===== src/pkg/kpi_pkg.sv =====
package kpi_pkg;

   // Register byte offsets on the bus
   localparam logic [7:0] OFF_CTL = 8'h00;
   localparam logic [7:0] OFF_PIN_EN = 8'h04;
   localparam logic [7:0] OFF_POL = 8'h08;

   // Field positions in key_status_control
   localparam int CTL_MODE_BIT = 0;
   localparam int CTL_IRQ_EN_BIT = 1;
   localparam int CTL_ACK_BIT = 2;
   localparam int CTL_FLAG_BIT = 3;

   // Values after reset
   localparam logic [7:0] RST_PIN_EN = 8'h00;
   localparam logic [7:0] RST_POL = 8'h00;
   localparam logic RST_MODE = 1'h0;
   localparam logic RST_IRQ_EN = 1'h0;

   // Bus responses
   localparam logic [1:0] RESP_OKAY = 2'h0;
   localparam logic [1:0] RESP_SLVERR = 2'h2;

   // Synchroniser depth for the key pins, in clock cycles
   localparam int SYNC_STAGES = 2;

   // Whole state of the unit, registered as one word
   typedef struct packed {
      logic awready;
      logic wready;
      logic aw_have;
      logic w_have;
      logic [7:0] aw_addr;
      logic [7:0] wdata;
      logic wstrb0;
      logic bvalid;
      logic [1:0] bresp;
      logic arready;
      logic rvalid;
      logic [1:0] rresp;
      logic [31:0] rdata;
      logic mode;
      logic irq_en;
      logic [7:0] pin_en;
      logic [7:0] pol;
      logic flag;
      logic armed;
      logic [7:0] pin_meta;
      logic [7:0] pin_sync;
      logic [7:0] prev_asserted;
      logic irq;
      logic wake;
      logic [7:0] pull_down;
   } kpi_state_t;

endpackage


===== src/hdl/kpi_top.sv =====
// Function
// - One unit serves seven key input pins.
// - Detection continues during wait; enabled event with interrupt enabled wakes processor.
// - During stop3 an enabled event with interrupt enabled requests wake-up.
// - Deep stop disables the unit and returns registers, flag and detection state to reset; bus channel and synchroniser flops keep theirs.
// - Background debug mode changes nothing in detection or flags.
// - Status/control bits 7:4 read as zero.
// - Bit 3 is the key event flag; writes do not affect it.
// - Bit 2 is write-one acknowledge and always reads zero.
// - Bit 1 enables the interrupt request from a set flag.
// - Bit 0 selects edges only (0) or edges plus levels (1).
// - Pin enable bit 1 makes a pin a source; 0 ignores it.
// - Polarity bit 0 means falling/low, 1 means rising/high.
// - Falling edge is sample 1 then sample 0 in consecutive cycles.
// - Rising edge is sample 0 then sample 1 in consecutive cycles.
// - New edge recognised only after all enabled inputs were deasserted.
// - Edge mode: valid edge sets flag; acknowledge write clears it.
// - Level mode: valid edge or asserted level sets the flag.
// - Level mode: acknowledge clears only when every enabled input is deasserted.
// - Pull direction follows polarity: 0 pull-up, 1 pull-down.
module kpi_top #(
   parameter int NUM_PINS = 7,
   parameter int ADDR_W = 8
) (
   input wire logic clk,
   input wire logic rst_b,
   input wire logic [NUM_PINS-1:0] key_input_pin,
   input wire logic stop3_mode,
   input wire logic deep_stop,
   input wire logic [ADDR_W-1:0] s_axi_awaddr,
   input wire logic [2:0] s_axi_awprot,
   input wire logic s_axi_awvalid,
   output logic s_axi_awready,
   input wire logic [31:0] s_axi_wdata,
   input wire logic [3:0] s_axi_wstrb,
   input wire logic s_axi_wvalid,
   output logic s_axi_wready,
   output logic [1:0] s_axi_bresp,
   output logic s_axi_bvalid,
   input wire logic s_axi_bready,
   input wire logic [ADDR_W-1:0] s_axi_araddr,
   input wire logic [2:0] s_axi_arprot,
   input wire logic s_axi_arvalid,
   output logic s_axi_arready,
   output logic [31:0] s_axi_rdata,
   output logic [1:0] s_axi_rresp,
   output logic s_axi_rvalid,
   input wire logic s_axi_rready,
   output logic key_irq,
   output logic key_wake_req,
   output logic [NUM_PINS-1:0] key_pull_down
);

   ////////////////////////////////////////////////////////////////////////////
   // Elaboration checks

   initial
   begin
      if (NUM_PINS < 1 || NUM_PINS > 8)
      begin
         $error("NUM_PINS must be 1 to 8");
      end
      if (ADDR_W < 8)
      begin
         $error("ADDR_W must be at least 8");
      end
   end

   // Pins beyond NUM_PINS never exist, so their enable bits stay zero
   localparam logic [8:0] PIN_ONE = 9'h001;
   localparam logic [7:0] PIN_MASK = 8'((PIN_ONE << NUM_PINS) - PIN_ONE);

   ////////////////////////////////////////////////////////////////////////////
   // State and helper terms

   kpi_pkg::kpi_state_t st_reg;
   kpi_pkg::kpi_state_t st_next;
   logic [7:0] asserted;
   logic any_asserted;
   logic edge_hit;
   logic level_hit;
   logic ack_wr;
   logic wr_fire;
   logic [7:0] rd_val;
   logic [1:0] rd_resp;
   logic [1:0] wr_resp;

   // Protection bits carry no meaning for this unit
   logic prot_unused;
   assign prot_unused = ^{s_axi_awprot, s_axi_arprot, s_axi_wstrb[3:1], s_axi_wdata[31:8]};

   ////////////////////////////////////////////////////////////////////////////
   // Next-state logic

   always_comb
   begin
      st_next = st_reg;

      // Two flops before any logic looks at the pins
      st_next.pin_meta = 8'(key_input_pin);
      st_next.pin_sync = st_reg.pin_meta;

      // An enabled pin is asserted when its level equals its polarity
      asserted = st_reg.pin_en & ~(st_reg.pin_sync ^ st_reg.pol);
      any_asserted = |asserted;
      // Edge: deasserted sample then asserted sample, only while armed
      edge_hit = st_reg.armed & (|(asserted & ~st_reg.prev_asserted));
      level_hit = st_reg.mode & any_asserted;
      st_next.prev_asserted = asserted;

      // Disarm on an edge; rearm once every enabled input is back idle
      if (edge_hit)
      begin
         st_next.armed = 1'h0;
      end
      else if (!any_asserted)
      begin
         st_next.armed = 1'h1;
      end

      // Write channel: address and data taken in either order
      if (s_axi_awvalid && st_reg.awready)
      begin
         st_next.aw_have = 1'h1;
         st_next.aw_addr = s_axi_awaddr[7:0];
      end
      if (s_axi_wvalid && st_reg.wready)
      begin
         st_next.w_have = 1'h1;
         st_next.wdata = s_axi_wdata[7:0];
         st_next.wstrb0 = s_axi_wstrb[0];
      end

      wr_fire = st_reg.aw_have && st_reg.w_have && !st_reg.bvalid;
      // Decode the held address; anything unmapped answers with an error
      wr_resp = kpi_pkg::RESP_SLVERR;
      case (st_reg.aw_addr)
         kpi_pkg::OFF_CTL,
         kpi_pkg::OFF_PIN_EN,
         kpi_pkg::OFF_POL: wr_resp = kpi_pkg::RESP_OKAY;
         default: wr_resp = kpi_pkg::RESP_SLVERR;
      endcase
      ack_wr = 1'h0;

      // Register writes; only byte lane 0 carries data
      if (wr_fire)
      begin
         st_next.aw_have = 1'h0;
         st_next.w_have = 1'h0;
         st_next.bvalid = 1'h1;
         st_next.bresp = wr_resp;
         if (st_reg.wstrb0)
         begin
            case (st_reg.aw_addr)
               kpi_pkg::OFF_CTL:
               begin
                  // Flag bit ignored on write; ack bit is a request only
                  st_next.mode = st_reg.wdata[kpi_pkg::CTL_MODE_BIT];
                  st_next.irq_en = st_reg.wdata[kpi_pkg::CTL_IRQ_EN_BIT];
                  ack_wr = st_reg.wdata[kpi_pkg::CTL_ACK_BIT];
               end
               kpi_pkg::OFF_PIN_EN: st_next.pin_en = st_reg.wdata & PIN_MASK;
               kpi_pkg::OFF_POL: st_next.pol = st_reg.wdata & PIN_MASK;
               default: st_next.bresp = kpi_pkg::RESP_SLVERR;
            endcase
         end
      end
      if (st_reg.bvalid && s_axi_bready)
      begin
         st_next.bvalid = 1'h0;
      end
      st_next.awready = !st_next.aw_have && !st_next.bvalid;
      st_next.wready = !st_next.w_have && !st_next.bvalid;

      // Flag: clear on ack, level mode only when inputs idle; a set wins
      if (ack_wr && !(st_reg.mode && any_asserted))
      begin
         st_next.flag = 1'h0;
      end
      if (edge_hit || level_hit)
      begin
         st_next.flag = 1'h1;
      end

      // Read decode; reserved and ack bits return zero
      rd_val = 8'h00;
      rd_resp = kpi_pkg::RESP_OKAY;
      if (s_axi_araddr == ADDR_W'(kpi_pkg::OFF_CTL))
      begin
         rd_val[kpi_pkg::CTL_FLAG_BIT] = st_reg.flag;
         rd_val[kpi_pkg::CTL_IRQ_EN_BIT] = st_reg.irq_en;
         rd_val[kpi_pkg::CTL_MODE_BIT] = st_reg.mode;
      end
      else if (s_axi_araddr == ADDR_W'(kpi_pkg::OFF_PIN_EN))
      begin
         rd_val = st_reg.pin_en;
      end
      else if (s_axi_araddr == ADDR_W'(kpi_pkg::OFF_POL))
      begin
         rd_val = st_reg.pol;
      end
      else
      begin
         rd_resp = kpi_pkg::RESP_SLVERR;
      end

      // Read channel
      if (s_axi_arvalid && st_reg.arready)
      begin
         st_next.rvalid = 1'h1;
         st_next.rdata = {24'h000000, rd_val};
         st_next.rresp = rd_resp;
      end
      else if (st_reg.rvalid && s_axi_rready)
      begin
         st_next.rvalid = 1'h0;
      end
      st_next.arready = !st_next.rvalid;

      // Interrupt and wake requests are registered from the flag's next value, so they change in the same cycle as the flag
      st_next.irq = st_next.flag & st_next.irq_en;
      // In stop3 the bus clock is assumed still running to this flop;
      // true clockless wake is left to the chip's power controller
      st_next.wake = stop3_mode & st_next.flag & st_next.irq_en;
      st_next.pull_down = st_next.pol;

      // Deep stop puts registers, flag and detection state back to reset; bus channels are left alone
      if (deep_stop)
      begin
         st_next.mode = kpi_pkg::RST_MODE;
         st_next.irq_en = kpi_pkg::RST_IRQ_EN;
         st_next.pin_en = kpi_pkg::RST_PIN_EN;
         st_next.pol = kpi_pkg::RST_POL;
         st_next.flag = 1'h0;
         st_next.armed = 1'h0;
         st_next.prev_asserted = 8'h00;
         st_next.irq = 1'h0;
         st_next.wake = 1'h0;
         st_next.pull_down = kpi_pkg::RST_POL;
      end
   end

   ////////////////////////////////////////////////////////////////////////////
   // State register; no debug or wait gating, detection never pauses

   always_ff @(posedge clk or negedge rst_b)
   begin
      if (!rst_b)
      begin
         st_reg <= '0;
         st_reg.awready <= 1'h1;
         st_reg.wready <= 1'h1;
         st_reg.arready <= 1'h1;
      end
      else
      begin
         st_reg <= st_next;
      end
   end

   ////////////////////////////////////////////////////////////////////////////
   // Outputs, all straight from flops

   assign s_axi_awready = st_reg.awready;
   assign s_axi_wready = st_reg.wready;
   assign s_axi_bvalid = st_reg.bvalid;
   assign s_axi_bresp = st_reg.bresp;
   assign s_axi_arready = st_reg.arready;
   assign s_axi_rvalid = st_reg.rvalid;
   assign s_axi_rdata = st_reg.rdata;
   assign s_axi_rresp = st_reg.rresp;
   assign key_irq = st_reg.irq;
   assign key_wake_req = st_reg.wake;
   assign key_pull_down = st_reg.pull_down[NUM_PINS-1:0];

   ////////////////////////////////////////////////////////////////////////////
   // Assertions

   property p_edge_sets_flag;
      @(posedge clk) disable iff (!rst_b)
      (edge_hit && !deep_stop) |=> st_reg.flag;
   endproperty
   a_edge_sets_flag: assert property (p_edge_sets_flag) else $error("edge did not set flag");

   property p_irq_follows_flag;
      @(posedge clk) disable iff (!rst_b)
      (st_reg.flag && st_reg.irq_en && !deep_stop) |=> ##0 (key_irq == (st_reg.flag && st_reg.irq_en));
   endproperty
   a_irq_follows_flag: assert property (p_irq_follows_flag) else $error("irq not matching flag");

   property p_edge_ack_clears;
      @(posedge clk) disable iff (!rst_b)
      (ack_wr && !st_reg.mode && !edge_hit) |=> !st_reg.flag;
   endproperty
   a_edge_ack_clears: assert property (p_edge_ack_clears) else $error("ack left flag set");

   property p_level_ack_holds;
      @(posedge clk) disable iff (!rst_b)
      (ack_wr && st_reg.mode && any_asserted && !deep_stop) |=> st_reg.flag;
   endproperty
   a_level_ack_holds: assert property (p_level_ack_holds) else $error("flag cleared while asserted");

   property p_ctl_read_zero;
      @(posedge clk) disable iff (!rst_b)
      (s_axi_arvalid && s_axi_arready && s_axi_araddr == ADDR_W'(kpi_pkg::OFF_CTL))
      |=> (s_axi_rvalid && s_axi_rdata[7:4] == 4'h0 && !s_axi_rdata[2]);
   endproperty
   a_ctl_read_zero: assert property (p_ctl_read_zero) else $error("reserved bits read nonzero");

   property p_disabled_quiet;
      @(posedge clk) disable iff (!rst_b)
      (st_reg.pin_en == 8'h00 && !st_reg.flag) |=> !st_reg.flag;
   endproperty
   a_disabled_quiet: assert property (p_disabled_quiet) else $error("flag set with no pin enabled");

   property p_no_edge_until_idle;
      @(posedge clk) disable iff (!rst_b)
      edge_hit |=> !edge_hit;
   endproperty
   a_no_edge_until_idle: assert property (p_no_edge_until_idle) else $error("edge without rearm");

   property p_deep_stop_reset;
      @(posedge clk) disable iff (!rst_b)
      deep_stop |=> (st_reg.pin_en == 8'h00 && !st_reg.flag && !key_irq && !key_wake_req);
   endproperty
   a_deep_stop_reset: assert property (p_deep_stop_reset) else $error("deep stop kept state");

   property p_level_sets;
      @(posedge clk) disable iff (!rst_b)
      (st_reg.mode && any_asserted && !deep_stop) |=> (st_reg.flag && (key_irq || !st_reg.irq_en));
   endproperty
   a_level_sets: assert property (p_level_sets) else $error("level did not raise irq");

   property p_bresp_stable;
      @(posedge clk) disable iff (!rst_b)
      (s_axi_bvalid && !s_axi_bready) |=> (s_axi_bvalid && $stable(s_axi_bresp));
   endproperty
   a_bresp_stable: assert property (p_bresp_stable) else $error("write response dropped");

endmodule


===== config.mk =====
export PLATFORM = sky130hd
export DESIGN_NAME = kpi_top
export DESIGN_NICKNAME = d
export VERILOG_FILES = /design/src/pkg/kpi_pkg.sv /design/src/hdl/kpi_top.sv
export SDC_FILE = /design/constraint.sdc
export NUM_CORES = 1
export LEC_CHECK = 0
export BUFFER_PORTS_ARGS = -buffer_cell sky130_fd_sc_hd__buf_4
export CAP_MARGIN = 20
export CORE_ASPECT_RATIO = 1.5
export CORE_MARGIN = 3
export CORE_UTILIZATION = 30
export DETAILED_ROUTE_END_ITERATION = 16
export PLACE_DENSITY = 0.6
export SLEW_MARGIN = 20
export SYNTH_ARGS = -nofsm -noshare
export SYNTH_HDL_FRONTEND = slang
export SYNTH_SLANG_ARGS = --single-unit
export TNS_END_PERCENT = 10

===== constraint.sdc =====
create_clock -name clk -period 1.9 [get_ports clk]
set_input_delay 0.285 -clock clk [delete_from_list [all_inputs] [get_ports clk]]
set_output_delay 0.285 -clock clk [all_outputs]
set_load 0.01 [all_outputs]

-- After elaboration in Yosys (flattened, before gate mapping)
Index checks and enable logic that the tools add are counted.
- register bits: 86
- bits of input ports: 74
- output and inout port bits: 50
- logic and storage cells: 102
- equality and inequality tests: 5
- muxes and demuxes: 33
- bitwise operators: 10
- reductions and logical operators: 29
- operator list (cell ; count):
    $mux W18 ; 3
    $mux W8 ; 4
    $mux W20 ; 1
    $mux W2 ; 9
    $and A8 B8 Y8 ; 2
    $eq A8 B3 Y1 const B ; 2
    $eq A8 B4 Y1 const B ; 2
    $logic_not A8 Y1 ; 2
    $not A8 Y8 ; 2
    $reduce_or A8 Y1 ; 2
    $mux W1 ; 14
    $logic_and A1 B1 Y1 ; 11
    $reduce_bool A2 Y1 ; 4
    $xor A7 B8 Y8 ; 1
    $logic_not A1 Y1 ; 6
    $reduce_and A3 Y1 ; 2
    $and A1 B1 Y1 ; 5
    $mux W4 ; 1
    $mux W3 ; 1
    $ne A3 B2 Y1 const B ; 1
    $reduce_or A3 Y1 ; 1
    $logic_or A1 B1 Y1 ; 1

-- Depth between registers and ports, before layout
- depth in word-level cells: 12
- mapped depth: 6
- depth with buffers taken out: 5

-- Least setup slack after synthesis
OpenSTA, ideal clock, no wires.
- kind: flip-flop to flip-flop
- start: reg st_reg[103] in the netlist's numbering
- end: reg st_reg[44] in the netlist's numbering
- library setup time: 0.132 ns
- arrival: 1.440 ns
- slack: 0.328 ns
- cell stages (with the launch flop): 7
- clock period less this slack: 1.572 ns
- path through: dfrtp_1 -> nor4_4 -> nor3b_2 -> and4_1 -> buf_6 -> mux2i_1 -> nor2_1
- word-level cells in the longest chain between the ends: 3
- RTL lines (what ; line ; text):
    start, declared ; kpi_top.sv:76 ; kpi_pkg::kpi_state_t st_reg;
    start signal, assigned ; kpi_top.sv:257 ; st_reg <= st_next;
    $eq A8 B3 Y1 ; kpi_top.sv:154 ; case (st_reg.aw_addr)
    $reduce_bool A2 Y1 (no source line) ; n/a ;
    $reduce_and A3 Y1 (no source line) ; n/a ;
Every way passes these cells.
A chain may end at the register's enable or synchronous reset.

-- Worst setup path in the final report
- start: reg st_reg[103] in the netlist's numbering
- end: reg st_reg[49] in the netlist's numbering
The elaborated chain is that of the path after synthesis.

==> reports/metrics.yaml <==
status: "finished, final reports clean"
leakage_nw: 1.86
worstSetupPathType: "flip-flop to flip-flop"
yosys.cell_types.count: 40
async_flop_share_pct: 100
synth_top_family_by_area: "buffers and inverters"
gp_congestion: 0.705
rr_endpoint: "st_reg[49]"
cts_buffers: 9
yosysWarnings: 0
hp-class: "input pin to flip-flop"
die_x_um: 90.8
crit_required_ns: 2.11
routed_via_density: 4.23
first_iter_violations: 112
peakVddDrop_v: 0.000606
synthMuxAreaShare_pct: 11.4
ff2ff_setup_slack_ns: 0.19
cp.arrival_ns: 1.93
largest_register_ffs: 44
fmax_ghz: 0.583
htreeDepth: 3
grt_pass1_vias: 2108
num_io_pins: 124
path_delay_family: "simple AND/OR/NAND/NOR gates"
drcViolationCount: 0
drive_gt1_share_pct: 31.0
antenna_left: 0
hold_depth: 1
firstDrtPassIters: 4
antenna_found_initial: 0
initial_core_util_pct: 31.4
post-place-ws_ns: 0.106
finalClockSkew_ns: 0.00809
crit_start: "st_reg[103]"
finalWorstSetupSlack_ns: 0.185
clock-sinks: 74
critPathMaxStageDelay_ns: 0.40
antenna_cells: 0
grt_pass1_wl_um: 10700
cts_buffer_depth: 2
rsz0062_at_grt: "no"
dieHeight_um: 133
yosys.area_share.adder_pct: 0
path_cells: "nor4_4 -> nor3b_2 -> and4_1 -> buf_12 -> mux2i_1 -> nor2_1"
wl_um: 6430
final_cells: 480
wl_per_cell_um: 13.4
maxCapViolations: 0
grt_max_degree: 37
dp.cells: 462
critPathLaunchType: "flip-flop"
core_area_um2: 10300
slowest_stage: "dfrtp_1"
cp_max_fo: 7
reg2reg_from: "st_reg[103]"
synthSimpleGateAreaFrac_pct: 11.1
clk_pin_slew_worst_paths_ns: 0.06
die-area_um2: 12100
holdWs_ns: 0.0561
synthXorXnorAreaFrac_pct: 1.89
place_hpwl_um: 4870
crit_path_end_kind: "flip-flop"
slew_violations: 0
period_share_pct: 90.2
grtUsageTotal_pct: 11.4
powerDensity_nw_per_um2: 1110
place.port_buffers: 63
syn-mean-instance-area_um2: 11.6
setup_viol: 0
critPathBufInv: 1
synth-seq-cells: 74
row_count: 45
synth-edff-count: 0
clock_latency_ns: 0.33
whs_endpoint: "st_next[19]"
tns_ns: 0
period_minus_slack_ns: 1.71
ys_seq_area_share_pct: 57.3
nets: 408
area_delta_synth_final_pct: 23.5
rr_worst_depth: 6
cts_resized: 0
hp-start: "key_input_pin[1]"
fin_util_pct: 38.8
cts-root-buf: "clkbuf_16"
cts_tree: "built"
synth_compound_area_share_pct: 6.26
hold_viol_final: 0
synthCells: 279
grt_overflow: 0
ys.flop_type: "dfrtp_1"
synth_area_um2: 3240
vias: 2032
## cell usage after synthesis (5+ instances only)
| cell type | n | share of area [%] |
|---|---|---|
| a22oi_1 | 5 | 1.2 |
| mux2_2 | 16 | 5.6 |
| inv_1 | 6 | 0.70 |
| nor2_1 | 29 | 3.4 |
| a21oi_1 | 10 | 1.5 |
| dfrtp_1 | 71 | 55 |
| mux2i_1 | 19 | 5.9 |
| o31ai_1 | 5 | 1.2 |
| xnor2_1 | 7 | 1.9 |
| nand2_1 | 21 | 2.4 |
| buf_4 | 43 | 10 |
| nor2b_1 | 5 | 0.97 |
| clkbuf_1 | 6 | 0.70 |
| o21ai_0 | 5 | 0.77 |
## cells in the final DEF, fill, tap and decap left out, types with 3 or more instances in the layout
| cell type | netlist | routed |
|---|---|---|
| nand2_1 | 21 | 21 |
| nand4_1 | 3 | 3 |
| clkbuf_16 | 0 | 9 |
| a21oi_1 | 10 | 10 |
| a22oi_1 | 5 | 5 |
| buf_4 | 43 | 67 |
| dfstp_2 | 3 | 3 |
| xnor2_1 | 7 | 7 |
| mux2_2 | 16 | 16 |
| nor2b_1 | 5 | 5 |
| conb_1 | 1 | 26 |
| o31ai_1 | 5 | 5 |
| nor2_1 | 29 | 29 |
| o21ai_0 | 5 | 5 |
| clkbuf_1 | 6 | 3 |
| inv_1 | 6 | 6 |
| dfrtp_1 | 71 | 71 |
| mux2i_1 | 19 | 19 |
## repair_timing
item / CTS / global route
hold buffers: 1 / 0
endpoints found under the setup margin: 0 / 3
buffers inserted: 0 / 1
hold endpoints to repair: 33 / 0
## power breakdown
group / leakage [nW] / total [W] / switching (W) / internal [W]
registers: 0.939 / 0.00206 / 0.000207 / 0.00186
logic: 0.772 / 0.000670 / 0.000293 / 0.000377
clock network: 0.147 / 0.00169 / 0.000605 / 0.00109
total: 1.86 / 0.00443 / 0.00111 / 0.00332
## how the worst max path moves through the flow
stage              endpoint  slack [ns]  cells after the start
2_1_floorplan    st_reg[44]        0.33                      6
3_3_place_gp   key_wake_req        0.12                      5
3_5_place_dp   key_wake_req        0.11                      5
4_1_cts        key_wake_req         0.1                      5
5_1_grt          st_reg[48]       0.006                      6
6_report         st_reg[49]        0.19                      6
## through the flow
| step | total power (W) | instance area, um^2 |
|---|---|---|
| after floorplan | 0.00254 | 3330 |
| after global placement | 0.00275 | 3680 |
| after detailed placement | 0.00278 | 3680 |
| after CTS | 0.00450 | 3990 |
| after global routing | 0.00469 | 4000 |
| final | 0.00443 | 4000 |
## final cells by class
type | instances | area, um^2
Timing Repair Buffer | 70 | 553
Tap cell | 141 | 176
Clock inverter | 2 | 35.0
Fill cell | 1025 | 6310
Sequential cell | 74 | 1860
Inverter | 6 | 22.5
Clock buffer | 14 | 264
Multi-Input combinational cell | 173 | 1090
## worst reg2reg max path, stage by stage, from the launching register on
cell and delay (ns):
dfrtp_1 0.40, nor4_4 0.31, nor3b_2 0.24, and4_1 0.26, buf_12 0.14, mux2i_1 0.19
nor2_1 0.05
## metal layers
layer  GRT usage (%)  vias to the layer above  wire length, um
met3            4.52                        9              537
met5               0                        -                0
met4            5.29                        0              142
met1            12.3                      963             2490
li1                -                      983                -
met2            19.6                       77             3250
## logic make-up (layout without fill, tap and decap cells)
kind of cell,after synthesis,in the layout
compound gates,32,32
buf+inv,57,92
simple gates,73,73
xor+xnor,7,7
other cells,1,26
mux,35,35
flops,74,74
No activity file was read; power rests on OpenSTA's default activity.
